$ cat src/cpr_defines.vh
// Register map constants for the paged CAN register block
`ifndef CPR_DEFINES_VH
`define CPR_DEFINES_VH
`define CPR_OFF_ID_HIGH      8'h60
`define CPR_OFF_ID_LOW       8'h61
`define CPR_OFF_DATA_FIRST   8'h62
`define CPR_OFF_DATA_LAST    8'h69
`define CPR_OFF_MASK0_HIGH   8'h62
`define CPR_OFF_MASK0_LOW    8'h63
`define CPR_OFF_FILT1_HIGH   8'h64
`define CPR_OFF_FILT1_LOW    8'h65
`define CPR_OFF_MASK1_HIGH   8'h66
`define CPR_OFF_MASK1_LOW    8'h67
`define CPR_OFF_TX_ERR       8'h6E
`define CPR_OFF_RX_ERR       8'h6F
`define CPR_OFF_BUF_CSR      8'h6F
`define CPR_OFF_PAGE_SEL     8'h70
`define CPR_OFF_IRQ_STATUS   8'h74
`define CPR_OFF_IRQ_MASK     8'h78
`define CPR_WIN_LOW          8'h60
`define CPR_WIN_HIGH         8'h6F
`define CPR_PAGE_DIAG        3'h0
`define CPR_PAGE_FILTER      3'h4
`define CPR_PAGE_LAST        3'h4
`define CPR_REC_STEP_SMALL   8'h01
`define CPR_REC_STEP_LARGE   8'h08
`define CPR_REC_RELOAD_ABOVE 8'h80
`define CPR_REC_RELOAD_VALUE 8'h78
`define CPR_REC_PASSIVE_ABOVE 8'h7F
`define CPR_REC_MAX          8'hFF
`define CPR_IRQ_BITS         3
`define CPR_IRQ_RX_ERR       0
`define CPR_IRQ_RX_OK        1
`define CPR_IRQ_PASSIVE      2
`define CPR_FILT_HIT0        0
`define CPR_FILT_HIT1        1
`endif

$ cat src/cpr_paged_regs.v
// Paged CAN register window with receive error counter and APB access
// How it works
// - Receive error adds one or eight
// - Good reception decrements; above 128 loads 120
// - Count above 127 means error passive
// - Identifier high holds identifier bits ten to three
// - Stored identifier drives arbitration; received identifier drives filtering
// - Five pages share window 60h to 6Fh
// - 60h/61h give identifier high/low per page
// - Payload at 62h-69h; page four masks 0
// - Filter 1 at 64h-67h; rest reserved
// - 6Fh error count or buffer status; 6Eh transmit
//
// Register access over APB was left to the implementer.
`timescale 1ns/10ps
`default_nettype none
`include "cpr_defines.vh"
module cpr_paged_regs #(
	parameter NUM_BUFS = 3
)(
	// Clock and reset
	input  wire        mclk_i,
	input  wire        reset_i,
	// APB slave
	input  wire        psel_i,
	input  wire        penable_i,
	input  wire        pwrite_i,
	input  wire [7:0]  paddr_i,
	input  wire [31:0] pwdata_i,
	output wire [31:0] prdata_o,
	output wire        pready_o,
	output wire        pslverr_o,
	// Receive engine events
	input  wire        rx_err_i,
	input  wire        rx_err_big_i,
	input  wire        rx_ok_i,
	input  wire [10:0] rx_ident_i,
	input  wire [7:0]  tx_err_count_i,
	// Arbitration and filtering
	input  wire [1:0]  tx_buf_sel_i,
	output reg  [10:0] tx_ident_o,
	output reg  [1:0]  filter_hit_o,
	output reg         error_passive_o,
	// Interrupt
	output wire        irq_o
);
	reg  [7:0]  rec_r;
	reg  [7:0]  rec_nxt;
	reg  [2:0]  page_r;
	reg  [10:0] last_id_r;
	reg  [7:0]  id_hi_r    [0:NUM_BUFS-1];
	reg  [7:0]  id_lo_r    [0:NUM_BUFS-1];
	reg  [7:0]  csr_r      [0:NUM_BUFS-1];
	reg  [7:0]  payload_r  [0:NUM_BUFS*8-1];
	reg  [7:0]  filt_r     [0:7];
	reg  [`CPR_IRQ_BITS-1:0] irq_stat_r;
	reg  [`CPR_IRQ_BITS-1:0] irq_mask_r;
	reg  [31:0] rdata_r;
	reg  [7:0]  rd_byte;
	reg         passive_now;
	reg  [2:0]  page_nxt;
	reg  [10:0] last_id_nxt;
	reg  [31:0] rdata_nxt;
	reg  [10:0] tx_ident_nxt;
	reg  [1:0]  filt_hit_nxt;
	reg  [7:0]  diag_rd;
	reg  [7:0]  filt_rd;
	reg  [7:0]  buf_rd;
	reg  [`CPR_IRQ_BITS-1:0] irq_stat_nxt;
	reg  [`CPR_IRQ_BITS-1:0] irq_mask_nxt;
	wire        diag_page;
	wire        filt_page;
	wire        buf_page;
	wire        wr_window;
	wire        wr_page_sel;
	wire        wr_irq_stat;
	wire        wr_irq_mask;
	wire [4:0]  pay_ix;
	integer     j;
	wire        wr_en;
	wire        rd_en;
	wire [7:0]  wbyte;
	wire        in_window;
	wire [1:0]  buf_ix;
	wire [3:0]  win_off;
	wire [`CPR_IRQ_BITS-1:0] irq_events;
	integer     i;

	// Buffer pages one to three map to buffer index page minus one
	function [1:0] page_to_buf;
		input [2:0] pg;
		begin
			page_to_buf = pg[1:0] - 2'h1;
		end
	endfunction

	// Masked identifier compare shared by both filters
	function filt_match;
		input [10:0] id;
		input [7:0]  fh;
		input [7:0]  fl;
		input [7:0]  mh;
		input [7:0]  ml;
		begin
			filt_match = (((id ^ {fh, fl[7:5]}) & {mh, ml[7:5]}) == 11'h000);
		end
	endfunction

	assign wr_en     = psel_i & penable_i & pwrite_i;
	assign rd_en     = psel_i & ~penable_i & ~pwrite_i;
	assign wbyte     = pwdata_i[7:0];
	assign pready_o  = 1'b1;
	assign pslverr_o = 1'b0;
	assign prdata_o  = rdata_r;
	assign in_window = (paddr_i >= `CPR_WIN_LOW) && (paddr_i <= `CPR_WIN_HIGH);
	assign win_off   = paddr_i[3:0];
	assign buf_ix    = page_to_buf(page_r);

	// Fault confinement counter
	always @*
	begin
		rec_nxt = rec_r;
		if (rx_err_i)
		begin
			if (rx_err_big_i)
				rec_nxt = (rec_r > `CPR_REC_MAX - `CPR_REC_STEP_LARGE) ? `CPR_REC_MAX
					: rec_r + `CPR_REC_STEP_LARGE;
			else if (rec_r != `CPR_REC_MAX)
				rec_nxt = rec_r + `CPR_REC_STEP_SMALL;
		end
		else if (rx_ok_i)
		begin
			if (rec_r > `CPR_REC_RELOAD_ABOVE)
				rec_nxt = `CPR_REC_RELOAD_VALUE;
			else if (rec_r != 8'h00)
				rec_nxt = rec_r - `CPR_REC_STEP_SMALL;
		end
		passive_now = (rec_nxt > `CPR_REC_PASSIVE_ABOVE);
	end

	// Payload slot; eight-way wrap puts 68h and 69h on bytes six and seven
	function [4:0] pay_index;
		input [1:0] b;
		input [3:0] off;
		begin
			pay_index = {b, off[2:0] - 3'h2};
		end
	endfunction

	// Page and write qualifiers
	assign diag_page   = in_window && (page_r == `CPR_PAGE_DIAG);
	assign filt_page   = in_window && (page_r == `CPR_PAGE_FILTER);
	assign buf_page    = in_window && (page_r != `CPR_PAGE_DIAG) && (page_r < `CPR_PAGE_FILTER);
	assign wr_window   = wr_en && in_window;
	assign wr_page_sel = wr_en && (paddr_i == `CPR_OFF_PAGE_SEL);
	assign wr_irq_stat = wr_en && (paddr_i == `CPR_OFF_IRQ_STATUS);
	assign wr_irq_mask = wr_en && (paddr_i == `CPR_OFF_IRQ_MASK);
	assign pay_ix      = pay_index(buf_ix, win_off);

	// Diagnosis page decode
	always @*
	begin
		diag_rd = 8'h00;
		if (paddr_i == `CPR_OFF_ID_HIGH)
			diag_rd = last_id_r[10:3];
		else if (paddr_i == `CPR_OFF_ID_LOW)
			diag_rd = {last_id_r[2:0], 5'h00};
		else if (paddr_i == `CPR_OFF_TX_ERR)
			diag_rd = tx_err_count_i;
		else if (paddr_i == `CPR_OFF_RX_ERR)
			diag_rd = rec_r;
	end

	// Acceptance filter page decode; 68h and up stay reserved
	always @*
	begin
		filt_rd = 8'h00;
		if (paddr_i == `CPR_OFF_ID_HIGH)
			filt_rd = filt_r[0];
		else if (paddr_i == `CPR_OFF_ID_LOW)
			filt_rd = filt_r[1];
		else if (paddr_i == `CPR_OFF_MASK0_HIGH)
			filt_rd = filt_r[2];
		else if (paddr_i == `CPR_OFF_MASK0_LOW)
			filt_rd = filt_r[3];
		else if (paddr_i == `CPR_OFF_FILT1_HIGH)
			filt_rd = filt_r[4];
		else if (paddr_i == `CPR_OFF_FILT1_LOW)
			filt_rd = filt_r[5];
		else if (paddr_i == `CPR_OFF_MASK1_HIGH)
			filt_rd = filt_r[6];
		else if (paddr_i == `CPR_OFF_MASK1_LOW)
			filt_rd = filt_r[7];
	end

	// Message buffer page decode
	always @*
	begin
		buf_rd = 8'h00;
		if (paddr_i == `CPR_OFF_ID_HIGH)
			buf_rd = id_hi_r[buf_ix];
		else if (paddr_i == `CPR_OFF_ID_LOW)
			buf_rd = id_lo_r[buf_ix];
		else if (paddr_i >= `CPR_OFF_DATA_FIRST && paddr_i <= `CPR_OFF_DATA_LAST)
			buf_rd = payload_r[pay_ix];
		else if (paddr_i == `CPR_OFF_BUF_CSR)
			buf_rd = csr_r[buf_ix];
	end

	// Read mux; reserved offsets fall through to zero
	always @*
	begin
		rd_byte = 8'h00;
		if (paddr_i == `CPR_OFF_PAGE_SEL)
			rd_byte = {5'h00, page_r};
		else if (paddr_i == `CPR_OFF_IRQ_STATUS)
			rd_byte = {5'h00, irq_stat_r};
		else if (paddr_i == `CPR_OFF_IRQ_MASK)
			rd_byte = {5'h00, irq_mask_r};
		else if (diag_page)
			rd_byte = diag_rd;
		else if (filt_page)
			rd_byte = filt_rd;
		else if (buf_page)
			rd_byte = buf_rd;
	end

	// Level interrupt from unmasked sticky status
	assign irq_events = {passive_now & ~error_passive_o, rx_ok_i, rx_err_i};
	assign irq_o      = |(irq_stat_r & irq_mask_r);

	// Set beats the write-one clear in the same cycle
	always @*
	begin
		irq_stat_nxt = irq_stat_r | irq_events;
		irq_mask_nxt = irq_mask_r;
		if (wr_irq_stat)
			irq_stat_nxt = (irq_stat_r & ~wbyte[`CPR_IRQ_BITS-1:0]) | irq_events;
		if (wr_irq_mask)
			irq_mask_nxt = wbyte[`CPR_IRQ_BITS-1:0];
	end

	// Unused page codes are dropped so the window always decodes
	always @*
	begin
		page_nxt = page_r;
		if (wr_page_sel && wbyte[2:0] <= `CPR_PAGE_LAST)
			page_nxt = wbyte[2:0];
	end

	// Read data latched at setup so it stands through the access phase
	always @*
	begin
		last_id_nxt = last_id_r;
		rdata_nxt   = rdata_r;
		if (rx_ok_i)
			last_id_nxt = rx_ident_i;
		if (rd_en)
			rdata_nxt = {24'h000000, rd_byte};
	end

	// Buffer code three names no buffer, so it bids with the weakest identifier
	always @*
	begin
		tx_ident_nxt = 11'h7FF;
		if (tx_buf_sel_i < NUM_BUFS)
			tx_ident_nxt = {id_hi_r[tx_buf_sel_i], id_lo_r[tx_buf_sel_i][7:5]};
		filt_hit_nxt[`CPR_FILT_HIT0] = filt_match(rx_ident_i, filt_r[0], filt_r[1],
			filt_r[2], filt_r[3]);
		filt_hit_nxt[`CPR_FILT_HIT1] = filt_match(rx_ident_i, filt_r[4], filt_r[5],
			filt_r[6], filt_r[7]);
	end

	// Control and status registers
	// Error counters have no write path, so software writes fall away
	always @(posedge mclk_i or posedge reset_i)
	begin
		if (reset_i)
		begin
			rec_r           <= 8'h00;
			error_passive_o <= 1'b0;

			page_r          <= `CPR_PAGE_DIAG;
			irq_stat_r      <= {`CPR_IRQ_BITS{1'b0}};
			irq_mask_r      <= {`CPR_IRQ_BITS{1'b0}};
			last_id_r       <= 11'h000;
			rdata_r         <= 32'h00000000;
		end
		else
		begin
			rec_r           <= rec_nxt;
			error_passive_o <= passive_now;

			page_r          <= page_nxt;
			irq_stat_r      <= irq_stat_nxt;
			irq_mask_r      <= irq_mask_nxt;
			last_id_r       <= last_id_nxt;
			rdata_r         <= rdata_nxt;
		end
	end

	// Filter registers; writes at 68h and above fall on reserved space
	always @(posedge mclk_i or posedge reset_i)
	begin
		if (reset_i)
		begin
			for (j = 0; j < 8; j = j + 1)
				filt_r[j] <= 8'h00;
		end
		else if (wr_window && filt_page)
		begin
			if (paddr_i == `CPR_OFF_ID_HIGH)
				filt_r[0] <= wbyte;
			else if (paddr_i == `CPR_OFF_ID_LOW)
				filt_r[1] <= wbyte;
			else if (paddr_i == `CPR_OFF_MASK0_HIGH)
				filt_r[2] <= wbyte;
			else if (paddr_i == `CPR_OFF_MASK0_LOW)
				filt_r[3] <= wbyte;
			else if (paddr_i == `CPR_OFF_FILT1_HIGH)
				filt_r[4] <= wbyte;
			else if (paddr_i == `CPR_OFF_FILT1_LOW)
				filt_r[5] <= wbyte;
			else if (paddr_i == `CPR_OFF_MASK1_HIGH)
				filt_r[6] <= wbyte;
			else if (paddr_i == `CPR_OFF_MASK1_LOW)
				filt_r[7] <= wbyte;
		end
	end

	// Diagnosis page is read only, so its writes drop here
	always @(posedge mclk_i or posedge reset_i)
	begin
		if (reset_i)
		begin
			for (i = 0; i < NUM_BUFS; i = i + 1)
			begin
				id_hi_r[i] <= 8'h00;
				id_lo_r[i] <= 8'h00;
				csr_r[i]   <= 8'h00;
			end
			for (i = 0; i < NUM_BUFS*8; i = i + 1)
				payload_r[i] <= 8'h00;
		end
		else if (wr_window && buf_page)
		begin
			if (paddr_i == `CPR_OFF_ID_HIGH)
				id_hi_r[buf_ix] <= wbyte;
			else if (paddr_i == `CPR_OFF_ID_LOW)
				id_lo_r[buf_ix] <= wbyte;
			else if (paddr_i >= `CPR_OFF_DATA_FIRST && paddr_i <= `CPR_OFF_DATA_LAST)
				payload_r[pay_ix] <= wbyte;
			else if (paddr_i == `CPR_OFF_BUF_CSR)
				csr_r[buf_ix] <= wbyte;
		end
	end

	// Identifier feeds arbitration priority and filter key
	always @(posedge mclk_i or posedge reset_i)
	begin
		if (reset_i)
		begin
			tx_ident_o   <= 11'h000;
			filter_hit_o <= 2'h0;
		end
		else
		begin
			tx_ident_o   <= tx_ident_nxt;
			filter_hit_o <= filt_hit_nxt;
		end
	end
endmodule
`default_nettype wire

$ cat config.mk
export PLATFORM = sky130hd
export DESIGN_NAME = cpr_paged_regs
export DESIGN_NICKNAME = d
export VERILOG_FILES = /design/src/cpr_paged_regs.v
export VERILOG_INCLUDE_DIRS = /design/src
export SDC_FILE = /design/constraint.sdc
export NUM_CORES = 1
export LEC_CHECK = 0
export BUFFER_PORTS_ARGS = -buffer_cell sky130_fd_sc_hd__buf_2
export CAP_MARGIN = 20
export CELL_PAD_IN_SITES_DETAIL_PLACEMENT = 1
export CELL_PAD_IN_SITES_GLOBAL_PLACEMENT = 2
export CORE_ASPECT_RATIO = 1.2
export CORE_MARGIN = 5
export CORE_UTILIZATION = 25
export DETAILED_ROUTE_END_ITERATION = 8
export PLACE_DENSITY = 0.55
export SYNTH_ARGS = -nofsm -noshare
export SYNTH_HDL_FRONTEND = slang
export SYNTH_SLANG_ARGS = --single-unit
export TNS_END_PERCENT = 5
$ cat constraint.sdc
create_clock -name mclk_i -period 30.6 [get_ports mclk_i]
set_input_delay 4.59 -clock mclk_i [delete_from_list [all_inputs] [get_ports mclk_i]]
set_output_delay 4.59 -clock mclk_i [all_outputs]
set_load 0.1 [all_outputs]
==> results of run 1 <==
-- critical path, cell delays in order --
cell and delay, ns:
buf_2 0.08, buf_4 0.41, clkinv_1 0.50, ha_1 0.43, and2b_1 0.39, o211ai_1 0.79
a31oi_1 0.34, a21boi_1 0.48, o31ai_1 0.11
-- worst paths after layout --
path | start | endpoint | slack (ns)
setup / recovery | paddr_i[2] | prdata_o[3] | 22.88
hold / removal | payload_r[14] | payload_r[14] | 0.48
setup reg to reg | page_r[0] | prdata_o[3] | 26.38
hold reg to reg | payload_r[14] | payload_r[14] | 0.48
max in group asynchronous | reset_i | id_lo_r[19] | 24.84
min in group asynchronous | reset_i | payload_r[31] | 4.24
-- synthesized netlist by cell type (10+ instances only) --
library cell,number
buf_4,37
nor2_8,12
nand2_1,36
a21oi_1,50
nand3b_1,12
buf_2,24
mux2_2,348
or3_1,10
o22a_1,13
o21ai_0,43
nor3_1,15
nor2_1,41
mux2i_1,39
nand4_1,12
inv_1,16
and3_1,17
clkbuf_1,67
a31oi_1,15
a22oi_1,23
mux4_2,42
a221oi_1,11
dfrtp_1,378
o22ai_1,12
nand2b_1,13
nand3_1,21
ha_1,10
xor2_1,22
-- metal layers --
layer  wire length [µm]  GRT usage
met5                  0          0
met4               2080     0.0496
met3               2130     0.0212
met2              30400      0.252
met1              27400      0.193
-- cells by family after synthesis --
kind of cell	Yosys count	share of synthesized area
xor+xnor	26	0.0117
mux	443	0.282
other cells	2	0.000385
flops	378	0.485
buf+inv	159	0.0413
simple gates	252	0.0848
compound gates	251	0.0886
fa+ha+maj	10	0.00642
-- registers in the layout, indices dropped and copies added (netlist names), 6 cells and up, named ones only --
register / count
filt_match.fl: 8
filt_match.mh: 8
rec_r: 6
payload_r: 192
filt_match.fh: 8
filt_r: 32
last_id_r: 11
csr_r: 24
tx_ident_o: 11
prdata_o: 8
id_lo_r: 24
filt_match.ml: 8
id_hi_r: 24
-- through the flow --
stage	total power, µW	hold WS [ns]
final	1220	0.484
after global routing	1280	0.505
after CTS	1250	0.489
after detailed placement	649	0.475
after global placement	649	0.462
after floorplan	616	0.445
-- power groups by stage --
stage / registers [µW] / clock network (µW) / logic (µW)
2_1_floorplan: 534 / 0 / 81.5
3_3_place_gp: 529 / 0 / 120
3_5_place_dp: 529 / 0 / 121
4_1_cts: 519 / 606 / 121
5_1_grt: 520 / 625 / 130
6_report: 519 / 586 / 119
-- area by class of cell --
| type | count | area (µm²) |
|---|---|---|
| repair buffers | 90 | 529 |
| clock inverters | 18 | 309 |
| diodes | 2 | 5.00 |
| flip-flops and latches | 378 | 9460 |
| clock buffers | 63 | 1310 |
| fillers | 8376 | 55300 |
| well taps | 1026 | 1280 |
| multi-input cells | 1008 | 9330 |
| inverters | 18 | 75.1 |
==> impl_metrics.yaml, run 1 <==
route:
  via_per_inst: 4.87
  drt-initial-drc-count: 397
  wl_mm: 62.0
  via_count: 12687
  firstDrtPassIters: 5
  drtAntennaViolNets: 0
  drc: 0
  wire_per_inst_um: 23.8
yosys:
  ys.flop_type: "dfrtp_1"
  ys_types: 87
  syn-cell-area_um2: 19500
  synth_area_leaders: "dfrtp_1 (49%), mux2_2 (20%), mux4_2 (4.9%)"
  yosys.area.top_type: "dfrtp_1"
  synth_edf_count: 0
  synth-seq-cells: 378
  synth_cells: 1521
  yosys_warnings: 0
  yosys.area.top_type_share: 0.485
  syn_avg_cell_area_um2: 12.8
  synth_async_sr_flop_share: 1.00
  seq_area_frac_synth: 0.485
setup_path:
  reg2reg_depth: 11
  worst_setup_path_start_kind: "primary input"
  timing_worst_setup_path_type: "in -> reg"
  required_ns: 31.03
  worstPathMaxFanout: 40
  cp.arrival_ns: 8.15
  endpoint_kind: "flop"
timing:
  finalSetupTns_ns: 0
  clock_skew_ns: 0.0327
  worst_pin_slew_ns: 1.10
  setup_viol: 0
  rsz0062_at_grt: "false"
  relSlewSlack: 0.267
  fmax_ghz: 0.130
  fin_ws_ns: 22.88
  fin_crit_ns: 7.72
  slew_violations: 0
  fin_crit_sh: 0.252
  final_hold_viol_count: 0
grt:
  antenna_found_initial: 2
  grt_pass1_vias: 14060
  grt_util_all_layers: 0.147
  overflow: 0
  grt_pass1_wl_mm: 94.9
  grt_max_degree: 126
die:
  io_pins: 118
  start_util: 0.251
  dieArea_um2: 83700
  die_h_um: 316
  die_w_um: 265
  rows: 112
  core_area_um2: 77600
layout:
  area_delta_synth_final_pct: 14.4
  nets: 1619
  instances_no_fill: 2603
  fin_util: 0.287
  final_common_cell: "dfrtp_1"
  design_area_um2: 22300
  mostFrequentLayoutCells: "dfrtp_1 (378), mux2_2 (348), buf_2 (65)"
  drive_gt1_frac: 0.380
cts:
  cts_sinks: 378
  cts_made_buffers: 44
  post_cts_buffers: 0
  insertion_delay_ns: 0.58
  cts_buffer_depth: 3
  post_cts_resized: 0
  clk_pin_slew_ns: 0.06
  hold_buffers: 0
  cts_tree: "built"
  cts-root-buf: "clkbuf_16"
  cts.htree.levels: 2
place:
  port_buffers: 67
  dpl.hpwl_mm: 41.7
  dpl_worst_slack_ns: 22.23
  placedCellCount: 2518
  placedInstanceArea_um2: 20600
  gp_congestion: 0.791
power_and_ir_drop:
  p_comb_frac: 0.098
  p_sw_uw: 324
  intPower_uw: 900
  power_density_nw_per_um2: 54.9
  ir_drop_mv: 0.0413
  leakage_uw: 0.0104
  clkPwrFrac: 0.479
  seq_power_share: 0.424
  swShare: 0.265
status:
  status: "finished clean"
worst_hold_path:
  hp-class: "reg -> reg"
  hold_path_depth: 1
flow_run:
  max_cap_violations: 0
Note: power is estimated with default switching activity, not from simulation.
==> run 2: changes to the inputs <==
==> constraint.sdc (replaced) <==
create_clock -name mclk_i -period 7.1 [get_ports mclk_i]
set_input_delay 1.065 -clock mclk_i [delete_from_list [all_inputs] [get_ports mclk_i]]
set_output_delay 1.065 -clock mclk_i [all_outputs]
set_load 0.1 [all_outputs]
==> impl_metrics.yaml, run 2 (synthesized netlist as in run 1, its figures left out) <==
power_and_ir_drop:
  ir_drop_mv: 0.149
  power_density_nw_per_um2: 232
  leakage_uw: 0.0104
grt:
  grt_pass1_wl_mm: 96.3
  grt_util_all_layers: 0.150
  antenna_found_initial: 2
  grt_max_degree: 85
  grt_use_met3: 0.0219
  grtUsageMet1: 0.194
  busiest_layer: "met2"
  use_met2: 0.262
  grt_pass1_vias: 14188
  overflow: 0
cts:
  cts_sinks: 378
  hold_buffers: 0
  cts_buffer_depth: 3
  cts-root-buf: "clkbuf_16"
  insertion_delay_ns: 0.58
  cts.htree.levels: 2
  cts_tree: "built"
  post_cts_resized: 0
  post_cts_buffers: 0
  cts_made_buffers: 44
  clk_pin_slew_ns: 0.06
flow_run:
  max_cap_violations: 0
setup_path:
  path_delay_family: "buffers and inverters"
  reg2reg_depth: 11
  worstPathMaxFanout: 33
  required_ns: 7.54
  cpMostUsedCell: "buf_4"
  timing_worst_setup_path_type: "reg -> reg"
  worst_setup_path_start_kind: "flop"
  cp_num_buf_inv: 4
  worstReg2RegStart: "page_r[0]"
  endpoint_kind: "flop"
  path_cells: "buf_4 -> inv_1 -> buf_4 -> ha_2 -> buf_4 -> mux4_2 -> mux2_2 -> a2bb2oi_1 -> nand3_1 -> a21oi_1 -> o31ai_1"
  cp_slowest_stage_delay_ns: 0.76
  r2r_end: "prdata_o[6]"
  r2r_slack_ns: 2.99
  cp.arrival_ns: 4.55
  critical_path.slowest_cell: "ha_2"
route:
  drc: 0
  drt-initial-drc-count: 568
  wire_per_inst_um: 24.1
  wl_mm: 62.9
  via_per_inst: 4.91
  drtAntennaViolNets: 0
  firstDrtPassIters: 5
  via_count: 12806
timing:
  fin_crit_ns: 4.11
  slew_violations: 0
  clock_skew_ns: 0.0389
  hold_ws_ns: 0.476
  fmax_ghz: 0.243
  worst_pin_slew_ns: 1.12
  fin_crit_sh: 0.579
  finalSetupTns_ns: 0
  rsz0062_at_grt: "false"
  setup_viol: 0
  relSlewSlack: 0.253
  final_hold_viol_count: 0
die:
  die_w_um: 265
  io_pins: 118
  start_util: 0.251
  die_h_um: 316
  rows: 112
  dieArea_um2: 83700
  core_area_um2: 77600
layout:
  largest_register_ffs: 192
  nets: 1625
  design_area_um2: 22300
  reg.largest.list: "payload_r: 192 flops, filt_r: 32 flops"
  final_common_cell: "dfrtp_1"
  top_register: "payload_r"
  area_delta_synth_final_pct: 14.4
  drive_gt1_frac: 0.380
  instances_no_fill: 2607
  mostFrequentLayoutCells: "dfrtp_1 (378), mux2_2 (348), buf_2 (65)"
place:
  gp_congestion: 0.800
  placedInstanceArea_um2: 20700
  port_buffers: 67
  dpl.hpwl_mm: 42.4
  placedCellCount: 2523
worst_hold_path:
  hp-class: "in -> async"
status:
  status: "finished clean"
## run 2: area by class of cell
type                    instances  area, µm²
clock buffers                  65       1300
multi-input cells            1008       9330
well taps                    1026       1280
flip-flops and latches        378       9460
clock inverters                14        215
fillers                      8413      55300
diodes                          2       5.00
inverters                      18       71.3
repair buffers                 96        631
## run 2: metal layers
layer  vias up  routed length, µm
li1       5681                  -
met1      6855              27800
met2       188              31600
met3        80               1840
met4         2               1610
met5         -                 13
## run 2: worst max path at each step
stage,start,end,slack (ns),depth (start not counted)
floorplan,reset_i,asynchronous set/reset pin,0.96,1
global placement,paddr_i[2],payload_r[45],2.74,9
detailed placement,paddr_i[2],payload_r[38],2.74,9
CTS,page_r[0],prdata_o[6],2.93,11
global route,page_r[0],prdata_o[6],2.82,11
finish,page_r[0],prdata_o[6],2.99,11
## run 2: per-stage QoR
step | power [µW] | util | setup WS (ns)
2_1_floorplan | 2650 | - | 0.957
3_3_place_gp | 2800 | 0.266 | 2.74
3_5_place_dp | 2800 | 0.267 | 2.74
4_1_cts | 5260 | 0.286 | 2.93
5_1_grt | 5380 | 0.287 | 2.82
6_report | 5170 | 0.287 | 2.99
## run 2: report_power, final
| part | leakage (µW) | internal [µW] | total (µW) | switching (µW) |
|---|---|---|---|---|
| sequential | 0.00519 | 2180 | 2240 | 55.8 |
| combinational | 0.00443 | 132 | 524 | 391 |
| clock | 0.000739 | 1450 | 2410 | 954 |
